===== config.mk =====
export PLATFORM = sky130hd
export DESIGN_NAME = csb_sfr_bank
export DESIGN_NICKNAME = d
export VERILOG_FILES = /design/src/csb_pkg.sv /design/src/csb_sfr_bank.sv
export SDC_FILE = /design/constraint.sdc
export NUM_CORES = 1
export LEC_CHECK = 0
export BUFFER_PORTS_ARGS = -buffer_cell sky130_fd_sc_hd__buf_2
export CAP_MARGIN = 20
export CORE_MARGIN = 4
export CORE_UTILIZATION = 41
export DETAILED_ROUTE_END_ITERATION = 10
export SLEW_MARGIN = 20
export SYNTH_ARGS = -nofsm -noshare
export SYNTH_HDL_FRONTEND = slang
export SYNTH_SLANG_ARGS = --single-unit

===== constraint.sdc =====
create_clock -name clk -period 2.95 [get_ports clk]
set_clock_uncertainty 0.15 [all_clocks]
set_input_delay 0 -clock clk [delete_from_list [all_inputs] [get_ports clk]]
set_output_delay 0 -clock clk [all_outputs]
set_load 0.01 [all_outputs]

===== src/csb_pkg.sv =====
// Behaviour
// - Stack pointer resets to 07H on every reset; first push lands at 08H.
// - Push increments the stack pointer first, then writes at the new address.
// - Watchdog, brown-out, flash trigger, chip control, flash base writes need timed access.
// - Brown-out enable, level and reset-enable load from config on power-on only.
// - With configured brown-out enable 1, power-on reset sets the brown-out level bit.
// - Power-on loads watchdog enable and boot select as inverted config bits.
// - Watchdog enable and boot select reload from config on every reset; brown-out config bits survive all but power-on reset.
// - Watchdog control: power-on clears bits 6:0; other resets clear bit 6 and keep bits 5:0; watchdog reset sets its flag.
// - Brown-out flag is 1 after brown-out reset, 0 after other non-power-on resets.
// - Power control resets to 10H on power-on; others clear all but power-on flag.
// - Chip control clears on every reset except boot select bit 1 from config.
// - Data-flash base loads config on power-on and keeps its value otherwise.
// - Each bit of a bit-addressable register has its own bit address.
// - Second operand register holds multiply/divide operand and result, else plain byte.
// - Key register resets to FFH; other core registers reset to zero except stack pointer.
// - Two bank-select bits of program status pick one of four working banks.
package csb_pkg;
  // ****************************************
  // Register addresses
  // ****************************************
  localparam logic [7:0] ADDR_SP     = 8'h81;
  localparam logic [7:0] ADDR_DPL    = 8'h82;
  localparam logic [7:0] ADDR_DPH    = 8'h83;
  localparam logic [7:0] ADDR_POWER_CONTROL   = 8'h87;
  localparam logic [7:0] ADDR_FBASE  = 8'h9C;
  localparam logic [7:0] ADDR_CHIP   = 8'h9F;
  localparam logic [7:0] ADDR_BROWN  = 8'hA3;
  localparam logic [7:0] ADDR_FTRIG  = 8'hA4;
  localparam logic [7:0] ADDR_WDTX   = 8'hAB;
  localparam logic [7:0] ADDR_KEY    = 8'hC7;
  localparam logic [7:0] ADDR_PSW    = 8'hD0;
  localparam logic [7:0] ADDR_WDT    = 8'hD8;
  localparam logic [7:0] ADDR_ACC    = 8'hE0;
  localparam logic [7:0] ADDR_B      = 8'hF0;
  // ****************************************
  // Reset values, masks and field positions
  // ****************************************
  localparam logic [7:0] RST_SP      = 8'h07;
  localparam logic [7:0] RST_ZERO    = 8'h00;
  localparam logic [7:0] RST_KEY     = 8'hFF;
  localparam logic [7:0] RST_POWER_CONTROL    = 8'h10;
  localparam logic [7:0] POWER_CONTROL_KEEP   = 8'h10;
  localparam logic [7:0] WDT_KEEP    = 8'h3F;
  localparam logic [7:0] BROWN_KEEP  = 8'hD0;
  localparam logic [7:0] POWER_CONTROL_WMASK  = 8'hDF;
  localparam logic [7:0] CHIP_WMASK  = 8'hE3;
  localparam logic [7:0] BROWN_WMASK = 8'hD8;
  localparam logic [7:0] ONE_WMASK   = 8'h01;
  localparam int WDT_EN_BIT = 7;
  localparam int WDT_RF_BIT = 3;
  localparam int BOD_EN_BIT = 7;
  localparam int BOV_BIT    = 6;
  localparam int BROWNOUT_RESET_ENABLE_BIT  = 4;
  localparam int BOF_BIT    = 3;
  localparam int BOS_BIT    = 0;
  localparam int BOOT_BIT   = 1;
  localparam int BANK_LO    = 3;
  // ****************************************
  // Timed access
  // ****************************************
  localparam logic [7:0] KEY_FIRST   = 8'hAA;
  localparam logic [7:0] KEY_SECOND  = 8'h55;
  localparam logic [2:0] KEY_WINDOW  = 3'h4;
  // ****************************************
  // Types
  // ****************************************
  typedef enum logic [1:0] {CSB_POR, CSB_WDT, CSB_BOD, CSB_OTHER} csb_cause_e;
  typedef enum logic [1:0] {KEY_LOCKED, KEY_HALF, KEY_OPEN} csb_key_e;
  typedef struct packed {
    logic       config_watchdog_enable;
    logic       config_boot_select;
    logic       brownout_enable;
    logic       brownout_level;
    logic       brownout_reset_enable;
    logic [7:0] config_flash_base;
  } csb_cfg_s;
  typedef struct packed {
    logic       wr;
    logic       rd;
    logic       bit_op;
    logic [7:0] addr;
    logic [7:0] wdata;
    logic       bit_val;
  } csb_req_s;
  typedef struct packed {
    logic       watchdog_enable;
    logic       boot_select;
    logic [1:0] bank_select;
    logic [7:0] flash_base;
    logic       flash_go;
  } csb_ctl_s;
endpackage : csb_pkg


===== src/csb_sfr_bank.sv =====
module csb_sfr_bank (
  // Clock and reset
  input  wire logic                clk,
  input  wire logic                rst_n,
  input  wire csb_pkg::csb_cause_e rst_cause,
  input  wire csb_pkg::csb_cfg_s   cfg,
  input  wire logic                brownout_status,
  // Direct register access
  input  wire csb_pkg::csb_req_s   req,
  output logic [7:0]               rdata,
  output logic                     rbit,
  // Stack
  input  wire logic                stack_push,
  input  wire logic                stack_pop,
  output logic [7:0]               stack_addr,
  output logic                     stack_wr,
  output logic                     stack_rd,
  // Core updates
  input  wire logic                alu_load,
  input  wire logic [7:0]          alu_acc,
  input  wire logic [7:0]          alu_b,
  input  wire logic                psw_load,
  input  wire logic [7:0]          psw_value,
  // Core view
  output logic [7:0]               acc_q,
  output logic [7:0]               b_q,
  output logic [7:0]               psw_q,
  output logic [7:0]               sp_q,
  output logic [15:0]              dptr_q,
  output csb_pkg::csb_ctl_s        ctl
);
  import csb_pkg::*;

  logic [7:0] sp_ff, dpl_ff, dph_ff, power_control_ff, fbase_ff, chip_ff, brown_ff;
  logic [7:0] wdtx_ff, key_ff, psw_ff, wdt_ff, acc_ff, b_ff;
  logic [7:0] nxt_sp, nxt_dpl, nxt_dph, nxt_power_control, nxt_fbase, nxt_chip, nxt_brown;
  logic [7:0] nxt_wdtx, nxt_key, nxt_psw, nxt_wdt, nxt_acc, nxt_b;
  logic [7:0] rdata_ff, nxt_rdata, stack_addr_ff, nxt_stack_addr;
  logic       rbit_ff, nxt_rbit, stack_wr_ff, nxt_stack_wr;
  logic       stack_rd_ff, nxt_stack_rd, go_ff, nxt_go;
  csb_key_e   key_st_ff, nxt_key_st;
  logic [2:0] key_cnt_ff, nxt_key_cnt;
  logic [7:0] waddr, wcur, wval, rsel;
  logic       wr_ok, prot, por;

  // ****************************************
  // Read selection
  // ****************************************
  function automatic logic [7:0] read_byte(input logic [7:0] a);
    logic [7:0] v;
    v = 8'h00;
    if (a == ADDR_SP) v = sp_ff;
    else if (a == ADDR_DPL) v = dpl_ff;
    else if (a == ADDR_DPH) v = dph_ff;
    else if (a == ADDR_POWER_CONTROL) v = power_control_ff;
    else if (a == ADDR_FBASE) v = fbase_ff;
    else if (a == ADDR_CHIP) v = chip_ff;
    else if (a == ADDR_BROWN) v = {brown_ff[7:1], brownout_status};
    else if (a == ADDR_WDTX) v = wdtx_ff;
    else if (a == ADDR_KEY) v = key_ff;
    else if (a == ADDR_PSW) v = psw_ff;
    else if (a == ADDR_WDT) v = wdt_ff;
    else if (a == ADDR_ACC) v = acc_ff;
    else if (a == ADDR_B) v = b_ff;
    return v;
  endfunction : read_byte

  // Bit addresses map to byte {a[7:3],000}, bit a[2:0]
  always_comb begin
    waddr = req.bit_op ? {req.addr[7:3], 3'b000} : req.addr;
    wcur  = read_byte(waddr);
    wval  = req.wdata;
    if (req.bit_op) begin
      wval = wcur;
      wval[req.addr[2:0]] = req.bit_val;
    end
    rsel  = read_byte(waddr);
    prot  = (waddr == ADDR_WDT) || (waddr == ADDR_WDTX) || (waddr == ADDR_BROWN) ||
            (waddr == ADDR_FTRIG) || (waddr == ADDR_CHIP) || (waddr == ADDR_FBASE);
    wr_ok = req.wr && (!prot || key_st_ff == KEY_OPEN);
    por   = (rst_cause == CSB_POR);
  end

  // ****************************************
  // Next-state logic
  // ****************************************
  always_comb begin
    nxt_sp = sp_ff;       nxt_dpl = dpl_ff;     nxt_dph = dph_ff;
    nxt_power_control = power_control_ff;   nxt_fbase = fbase_ff; nxt_chip = chip_ff;
    nxt_brown = brown_ff; nxt_wdtx = wdtx_ff;   nxt_key = key_ff;
    nxt_psw = psw_ff;     nxt_wdt = wdt_ff;     nxt_acc = acc_ff;
    nxt_b = b_ff;         nxt_rdata = rdata_ff; nxt_rbit = rbit_ff;
    nxt_stack_addr = stack_addr_ff;
    nxt_stack_wr = 1'b0;  nxt_stack_rd = 1'b0;  nxt_go = 1'b0;
    nxt_key_st = key_st_ff;
    nxt_key_cnt = key_cnt_ff;
    if (!rst_n) begin
      nxt_sp = RST_SP;
      nxt_dpl = RST_ZERO; nxt_dph = RST_ZERO; nxt_psw = RST_ZERO;
      nxt_acc = RST_ZERO; nxt_b = RST_ZERO; nxt_key = RST_KEY;
      nxt_wdtx = RST_ZERO;
      nxt_key_st = KEY_LOCKED;
      nxt_key_cnt = 3'h0;
      nxt_stack_addr = RST_ZERO;
      nxt_rdata = RST_ZERO;
      nxt_rbit = 1'b0;
      nxt_chip = RST_ZERO;
      nxt_chip[BOOT_BIT] = ~cfg.config_boot_select;
      if (por) begin
        nxt_power_control = RST_POWER_CONTROL;
        nxt_fbase = cfg.config_flash_base;
        nxt_wdt = RST_ZERO;
        nxt_brown = RST_ZERO;
        nxt_brown[BOD_EN_BIT] = cfg.brownout_enable;
        nxt_brown[BOV_BIT] = cfg.brownout_enable | cfg.brownout_level;
        nxt_brown[BROWNOUT_RESET_ENABLE_BIT] = cfg.brownout_reset_enable;
        nxt_brown[BOF_BIT] = 1'b1;
      end else begin
        nxt_power_control = power_control_ff & POWER_CONTROL_KEEP;
        nxt_wdt = wdt_ff & WDT_KEEP;
        if (rst_cause == CSB_WDT) nxt_wdt[WDT_RF_BIT] = 1'b1;
        nxt_brown = brown_ff & BROWN_KEEP;
        nxt_brown[BOF_BIT] = (rst_cause == CSB_BOD);
      end
      nxt_wdt[WDT_EN_BIT] = ~cfg.config_watchdog_enable;
    end else begin
      if (req.rd) begin
        nxt_rdata = rsel;
        nxt_rbit = rsel[req.addr[2:0]];
      end
      // Timed-access key sequence
      case (key_st_ff)
        KEY_HALF, KEY_OPEN: begin
          nxt_key_cnt = key_cnt_ff - 3'h1;
          if (key_cnt_ff == 3'h1) nxt_key_st = KEY_LOCKED;
        end
        default: nxt_key_cnt = 3'h0;
      endcase
      if (req.wr && waddr == ADDR_KEY) begin
        nxt_key = wval;
        nxt_key_st = KEY_LOCKED;
        nxt_key_cnt = 3'h0;
        if (wval == KEY_FIRST) begin
          nxt_key_st = KEY_HALF;
          nxt_key_cnt = KEY_WINDOW;
        end else if (wval == KEY_SECOND && key_st_ff == KEY_HALF) begin
          nxt_key_st = KEY_OPEN;
          nxt_key_cnt = KEY_WINDOW;
        end
      end
      // A protected write spends the unlock, accepted or not
      if (req.wr && prot) begin
        nxt_key_st = KEY_LOCKED;
        nxt_key_cnt = 3'h0;
      end
      if (wr_ok) begin
        if (waddr == ADDR_SP) nxt_sp = wval;
        else if (waddr == ADDR_DPL) nxt_dpl = wval;
        else if (waddr == ADDR_DPH) nxt_dph = wval;
        else if (waddr == ADDR_POWER_CONTROL) nxt_power_control = wval & POWER_CONTROL_WMASK;
        else if (waddr == ADDR_FBASE) nxt_fbase = wval;
        else if (waddr == ADDR_CHIP) nxt_chip = wval & CHIP_WMASK;
        else if (waddr == ADDR_BROWN) nxt_brown = wval & BROWN_WMASK;
        else if (waddr == ADDR_FTRIG) nxt_go = wval[0];
        else if (waddr == ADDR_WDTX) nxt_wdtx = wval & ONE_WMASK;
        else if (waddr == ADDR_PSW) nxt_psw = wval;
        else if (waddr == ADDR_WDT) nxt_wdt = wval;
        else if (waddr == ADDR_ACC) nxt_acc = wval;
        else if (waddr == ADDR_B) nxt_b = wval;
      end
      if (psw_load) nxt_psw = psw_value;
      if (alu_load) begin
        nxt_acc = alu_acc;
        nxt_b = alu_b;
      end
      // Stack moves win over a direct write to the pointer
      if (stack_push) begin
        nxt_sp = sp_ff + 8'h01;
        nxt_stack_addr = sp_ff + 8'h01;
        nxt_stack_wr = 1'b1;
      end else if (stack_pop) begin
        nxt_stack_addr = sp_ff;
        nxt_stack_rd = 1'b1;
        nxt_sp = sp_ff - 8'h01;
      end
    end
  end

  // ****************************************
  // State registers
  // ****************************************
  always_ff @(posedge clk) begin
    sp_ff <= nxt_sp;       dpl_ff <= nxt_dpl;     dph_ff <= nxt_dph;
    power_control_ff <= nxt_power_control;   fbase_ff <= nxt_fbase; chip_ff <= nxt_chip;
    brown_ff <= nxt_brown; wdtx_ff <= nxt_wdtx;   key_ff <= nxt_key;
    psw_ff <= nxt_psw;     wdt_ff <= nxt_wdt;     acc_ff <= nxt_acc;
    b_ff <= nxt_b;         rdata_ff <= nxt_rdata; rbit_ff <= nxt_rbit;
    stack_addr_ff <= nxt_stack_addr;
    stack_wr_ff <= nxt_stack_wr;
    stack_rd_ff <= nxt_stack_rd;
    go_ff <= nxt_go;
    key_st_ff <= nxt_key_st;
    key_cnt_ff <= nxt_key_cnt;
  end

  // ****************************************
  // Outputs
  // ****************************************
  assign rdata = rdata_ff;
  assign rbit = rbit_ff;
  assign stack_addr = stack_addr_ff;
  assign stack_wr = stack_wr_ff;
  assign stack_rd = stack_rd_ff;
  assign acc_q = acc_ff;
  assign b_q = b_ff;
  assign psw_q = psw_ff;
  assign sp_q = sp_ff;
  assign dptr_q = {dph_ff, dpl_ff};
  assign ctl.watchdog_enable = wdt_ff[WDT_EN_BIT];
  assign ctl.boot_select = chip_ff[BOOT_BIT];
  assign ctl.bank_select = psw_ff[BANK_LO+1:BANK_LO];
  assign ctl.flash_base = fbase_ff;
  assign ctl.flash_go = go_ff;
endmodule : csb_sfr_bank


==> Word level (Yosys, flattened, before mapping) <==
Index checks and enable logic that the tools add are counted.
{ "op_classes": {"add_sub_neg": 3, "n_mul": 0, "n_div": 0, "order_cmp": 2, "n_eq_ne": 58, "shift": 0, "mux": 126, "bitwise": 13, "reduce_logical": 47} }
{ "ops": {"columns": ["op", "n"], "rows": [
  ["8-bit two-way mux", 98],
  ["8-bit == test, second input constant", 15],
  ["2-bit inequality test, second input constant", 31],
  ["13-bit AND reduction", 3],
  ["2-bit two-way mux", 13],
  ["7-bit AND reduction", 3],
  ["2-bit nonzero test", 9],
  ["3-bit two-way mux", 5],
  ["14-bit AND reduction", 1],
  ["2-bit by 1-bit inequality test with 1-bit output, second input constant", 6],
  ["1-bit inverter", 12],
  ["12-bit AND reduction", 1],
  ["11-bit AND reduction", 1],
  ["10-bit AND reduction", 1],
  ["10-bit OR reduction", 1],
  ["9-bit AND reduction", 1],
  ["3-bit nonzero test", 3],
  ["8-bit by 1-bit adder with 8-bit output, second input constant", 1],
  ["8-bit bitwise mux", 1],
  ["8-bit by 7-bit == test with 1-bit output, second input constant", 1],
  ["8-bit AND reduction", 1],
  ["8-bit by 1-bit subtractor with 8-bit output, second input constant", 1],
  ["1-bit logical OR", 6],
  ["6-bit two-way mux", 1],
  ["20 further kinds", 33]
]} }
{ "word_totals": {"ff_bits": 119, "latchBits": 0, "mem_bits_rw": 0, "romBits": 0, "inputBits": 66, "out_inout_bits": 80, "elab_cells": 275, "n_memories": 0} }

==> Logic depth before layout (Yosys ltp) <==
{ "depth": {"ltp_word": 32, "ltp_mapped": 11, "ltp_nobuf": 8} }

==> Least setup slack after synthesis <==
No wires, ideal clock.
{ "synth_timing": {"path_type": "input-to-reg", "from": "input req[11] (netlist name)", "to": "register fbase_ff[0], enable pin", "setup_ns": 0.384, "arrival_time_ns": 1.852, "required_ns": 2.416, "setup_slack_ns": 0.564, "stages": 9, "n_path_buf": 2, "path_cell_list": "buf_2 > buf_2 > nor3b_1 > a22oi_1 > o32a_1 > o211ai_2 > nor2_1 > nand2_1 > o21ai_0"} }
{ "synth_via": {"elab_chain_cells": 12, "elab_cells_between_ends": 26, "classes_between": "16 x eq/ne; 1 x mux; 9 x reduce/logical"} }
{ "synth_rtl": {"columns": ["item", "line", "text"], "rows": [
  ["start: declaration", "csb_sfr_bank.sv:9", "input wire csb_pkg::csb_req_s req,"],
  ["3-bit two-way mux (*)", "csb_sfr_bank.sv:70", "waddr = req.bit_op ? {req.addr[7:3], 3'b000} : req.addr;"],
  ["8-bit == test", "csb_sfr_bank.sv:78", "prot = (waddr == ADDR_WDT) || (waddr == ADDR_WDTX) || (waddr == ADDR_BROWN) ||"],
  ["1-bit logical OR (3 in series)", "csb_sfr_bank.sv:78", null],
  ["1-bit logical OR (2 in series)", "csb_sfr_bank.sv:79", "(waddr == ADDR_FTRIG) || (waddr == ADDR_CHIP) || (waddr == ADDR_FBASE);"],
  ["1-bit logical NOT", "csb_sfr_bank.sv:80", "wr_ok = req.wr && (!prot || key_st_ff == KEY_OPEN);"],
  ["1-bit logical OR", "csb_sfr_bank.sv:80", null],
  ["1-bit logical AND", "csb_sfr_bank.sv:80", null],
  ["2-bit by 1-bit inequality test with 1-bit output (no source line)", null, null],
  ["7-bit AND reduction (no source line) (*)", null, null],
  ["end signal: assignment", "csb_sfr_bank.sv:194", "power_control_ff <= nxt_power_control; fbase_ff <= nxt_fbase; chip_ff <= nxt_chip;"],
  ["end: declaration", "csb_sfr_bank.sv:34", "logic [7:0] sp_ff, dpl_ff, dph_ff, power_control_ff, fbase_ff, chip_ff, brown_ff;"]
]} }
Mark *: on every way between the ends. The rest lies on a longest branch, timed or not.
A chain may end at the register's enable or synchronous reset.

==> Worst setup path after layout <==
{ "layout_timing": {"from": "register b_ff[4] (netlist: b_q[4])", "to": "register brown_ff[4] (data pin)"} }
{ "layout_via": {"elab_chain_cells": 24} }
{ "layout_rtl": {"columns": ["item", "line", "text"], "rows": [
  ["start: declaration", "csb_sfr_bank.sv:35", "logic [7:0] wdtx_ff, key_ff, psw_ff, wdt_ff, acc_ff, b_ff;"],
  ["start signal: assignment", "csb_sfr_bank.sv:197", "b_ff <= nxt_b; rdata_ff <= nxt_rdata; rbit_ff <= nxt_rbit;"],
  ["8-bit two-way mux", "csb_sfr_bank.sv:64", "else if (a == ADDR_B) v = b_ff;"],
  ["8-bit two-way mux", "csb_sfr_bank.sv:63", "else if (a == ADDR_ACC) v = acc_ff;"],
  ["8-bit two-way mux", "csb_sfr_bank.sv:62", "else if (a == ADDR_WDT) v = wdt_ff;"],
  ["8-bit two-way mux", "csb_sfr_bank.sv:61", "else if (a == ADDR_PSW) v = psw_ff;"],
  ["8-bit two-way mux", "csb_sfr_bank.sv:60", "else if (a == ADDR_KEY) v = key_ff;"],
  ["8-bit two-way mux", "csb_sfr_bank.sv:59", "else if (a == ADDR_WDTX) v = wdtx_ff;"],
  ["8-bit two-way mux", "csb_sfr_bank.sv:58", "else if (a == ADDR_BROWN) v = {brown_ff[7:1], brownout_status};"],
  ["8-bit two-way mux", "csb_sfr_bank.sv:57", "else if (a == ADDR_CHIP) v = chip_ff;"],
  ["(+9 left out)", null, null],
  ["8-bit two-way mux", "csb_sfr_bank.sv:161", "else if (waddr == ADDR_FBASE) nxt_fbase = wval;"],
  ["8-bit two-way mux", "csb_sfr_bank.sv:160", "else if (waddr == ADDR_POWER_CONTROL) nxt_power_control = wval & POWER_CONTROL_WMASK;"],
  ["8-bit two-way mux", "csb_sfr_bank.sv:159", "else if (waddr == ADDR_DPH) nxt_dph = wval;"],
  ["8-bit two-way mux", "csb_sfr_bank.sv:158", "else if (waddr == ADDR_DPL) nxt_dpl = wval;"],
  ["8-bit two-way mux", "csb_sfr_bank.sv:157", "if (waddr == ADDR_SP) nxt_sp = wval;"],
  ["8-bit two-way mux", "csb_sfr_bank.sv:156", "if (wr_ok) begin"],
  ["8-bit two-way mux", "csb_sfr_bank.sv:97", "if (!rst_n) begin"],
  ["net nxt_brown[4]", "csb_sfr_bank.sv:36", "logic [7:0] nxt_sp, nxt_dpl, nxt_dph, nxt_power_control, nxt_fbase, nxt_chip, nxt_brown;"],
  ["end signal: assignment", "csb_sfr_bank.sv:195", "brown_ff <= nxt_brown; wdtx_ff <= nxt_wdtx; key_ff <= nxt_key;"],
  ["end: declaration", "csb_sfr_bank.sv:34", null]
]} }
The timed path passes the listed nets, and every way through them passes these cells. The select of a mux whose other input is x is not followed.

==> results.tsv <==
metric	value	unit
post-layout util	58.20	%
clock slew at reported path FFs	0.06	ns
maximum vdd drop	0.0003949	V
pin count of the biggest net entering global routing	41	
Site Rows	47	
synthesized area per cell	8.413	um2
Pre-antenna DRT Iters	5	
number of global-route vias before repair	7167	
synth warn	0	
startpoint types	flop	
synthesized area	0.006865	mm2
fin crit period	2.921	ns
sequential area share after synthesis	37.32	%
max-cap viol count	0	
HPWL Detailed	20830	um
reg2reg path depth	9	
chip width	137.4	um
Worst EP required	2.97	ns
most frequent cells in the layout	buf_2 (145), nor2_1 (93), dfxtp_1 (86), dlygate4sd3_1 (85), nand2_1 (74)	
Crit path max-delay family	buffers and inverters	
layout cell share with drive strength beyond 1	26.57	%
DIE HEIGHT	137.4	um
P&R area growth vs syn	40.09	%
CTS Sinks	114	
Power Density	489.8	mW/mm2
Synth area leader	dfxtp_1	
starting density of the core	41.55	%
Total GRT Usage	30.25	%
synth unique cells	95	
Iteration-0 DRC Markers	827	
ranking of synthesized cells by area	dfxtp_1 (25%), edfxtp_1 (12%), mux2i_1 (5.7%)	
IO Pins	146	
final hold vios	0	
overflow left after global routing	0	
final instance area	0.009618	mm2
first-pass GRT wire length	42500	um
total CTS buffers	17	
Total Wirelength	28500	um
Setup Viol. Count Final	0	
Antenna diodes	0	
CTS tree	done	
H-tree levels	4	
EDFF count, synth	28	
crit path DAT	2.94	ns
Yosys reg bits	114	
Via density	5.843	
Leak	4.091	nW
root buffer cell	clkbuf_16	
commonest non-fill, non-tap cell in the layout	buf_2	
Hold/Removal Path Class	in2reg	
worst-skew pair later-pin latency	0.43	ns
CP max FO	6	
fmax	342.4	MHz
post-layout net count	1139	
Core Area	0.01652	mm2
top cell type's share of synthesized area	25.08	%
drt drc	0	
Cells after Synth	816	
critical path's slowest cell	dlygate4sd3_1	
outcome	finished clean	
clock buffer depth	2	
average wire per standard cell	21.93	um
ys flop type	dfxtp_1	
Worst Tran Pin Value	0.5674	ns
initial antenna violation count	0	
Most common cell on crit path	nor2_1	
max-slew violations	0	
TNS Setup	0	ns
Setup crit end kind	flop	
port bufs	145	
Placement Cell Area	0.008087	mm2
die area	0.01888	mm2
max_slew headroom	62.12	%
WP depth	9	
Hold Path Depth	5	
CP Class	reg2reg	
Syn Nets	888	
Vias	7596	
RSZ-0062 raised after global routing	no	
Tcrit/Tclk final	99.01	%
RD Place Congestion	0.9959	
Crit path largest cell delay	0.56	ns
Synth async-reset ratio	0	%
antenna-violating nets left	0	
crit path buf inv count	2	
crit-path cells	mux2i_1, o22ai_1, nor3_2, a21oi_1, nor2_1, buf_12, nor2_1, a21o_1, dlygate4sd3_1	
## synthesized netlist by cell type, types with 6 or more instances
cell / instances
a211oi_1: 16
a21o_1: 9
a21oi_1: 58
a31oi_1: 11
and2_1: 17
and3_1: 6
buf_2: 19
buf_4: 8
clkbuf_1: 35
dfxtp_1: 86
edfxtp_1: 28
ha_1: 6
inv_1: 22
mux2i_1: 39
nand2_1: 74
nand2b_1: 18
nand3_1: 16
nand4_1: 8
nor2_1: 94
nor2b_1: 8
nor3_1: 18
nor4_1: 6
o211ai_1: 12
o21ai_0: 50
o22ai_1: 6
o2bb2ai_1: 6
o31ai_1: 7
## flip-flops by register name, indices dropped and copies added, names as in the netlist, 8 cells and up
name and flops:
rdata 8, b_q 8, stack_addr 8, psw_q 8, sp_q 8, dpl_ff 8
fbase_ff 8, key_ff 8, dph_ff 8, acc_q 8, wdt_ff 8
## final cells by class
type	instances	area, um2
fill	1494	6907
multi-input combinational	610	3930
sequential	114	2562
timing repair buffer	301	2147
clock buffer	18	429.2
tap	220	275.3
clock inverter	14	187.7
inverter	23	86.33
## final timing paths
check | from | end | slack [ns]
setup / recovery | b_q[4] | brown_ff[4] | 0.03
hold / removal | req[12] | wdtx_ff[0] | 0.03
setup reg to reg | b_q[4] | brown_ff[4] | 0.03
hold reg to reg | key_cnt_ff[0] | key_cnt_ff[0] | 0.31
## logic make-up (layout without fill, tap and decap cells)
family          count (synthesis)  count (layout)  synth area share, %
fa+ha+maj                       6               6                1.093
xor+xnor                        4               4               0.5104
compound gates                245             245                24.42
buf+inv                        92             356                6.142
simple gates                  312             312                24.17
flops                         114             114                37.32
mux                            43              43                6.342
## layer usage
| metal | vias to the layer above | wire (um) | track usage, % |
|---|---|---|---|
| li1 | 3491 | - | - |
| met1 | 3615 | 12010 | 41.27 |
| met2 | 402 | 12730 | 46.20 |
| met3 | 88 | 2535 | 5.953 |
| met4 | 0 | 1229 | 13.80 |
| met5 | - | 0 | 0 |
## through the flow
| step | worst slack, ns | hold WS, ns | instances | power, W |
|---|---|---|---|---|
| after CTS | 0.01890 | 0.004243 | 1298 | 0.004703 |
| final | 0.02921 | 0.03248 | 1300 | 0.004711 |
| after detailed placement | 0.05923 | 0.08854 | 1181 | 0.002435 |
| after floorplan | 0.5637 | -0.01128 | 816 | 0.002135 |
| after global placement | 0.03131 | 0.08125 | 1181 | 0.002437 |
| after global routing | 0.003381 | 0.03377 | 1300 | 0.004861 |
## worst min-delay path: stages
cell and delay [ns]:
buf_2 0.12, buf_4 0.19, nand4_1 0.11, mux2i_1 0.08, nor2_1 0.08
## report_power, final
group / internal [W] / switching [W] / total [W]
combinational: 0.000339 / 0.000432 / 0.000771
sequential: 0.00167 / 0.0000787 / 0.00175
clock: 0.00141 / 0.000781 / 0.00219
## what timing repair did
action / CTS / global route
setup buffers: 0 / 2
gates resized for setup: 0 / 10
hold endpoints to repair: 62 / 0
setup endpoints to repair: 0 / 10
hold buffers: 85 / 0
Power figures use the tool's default switching activity.
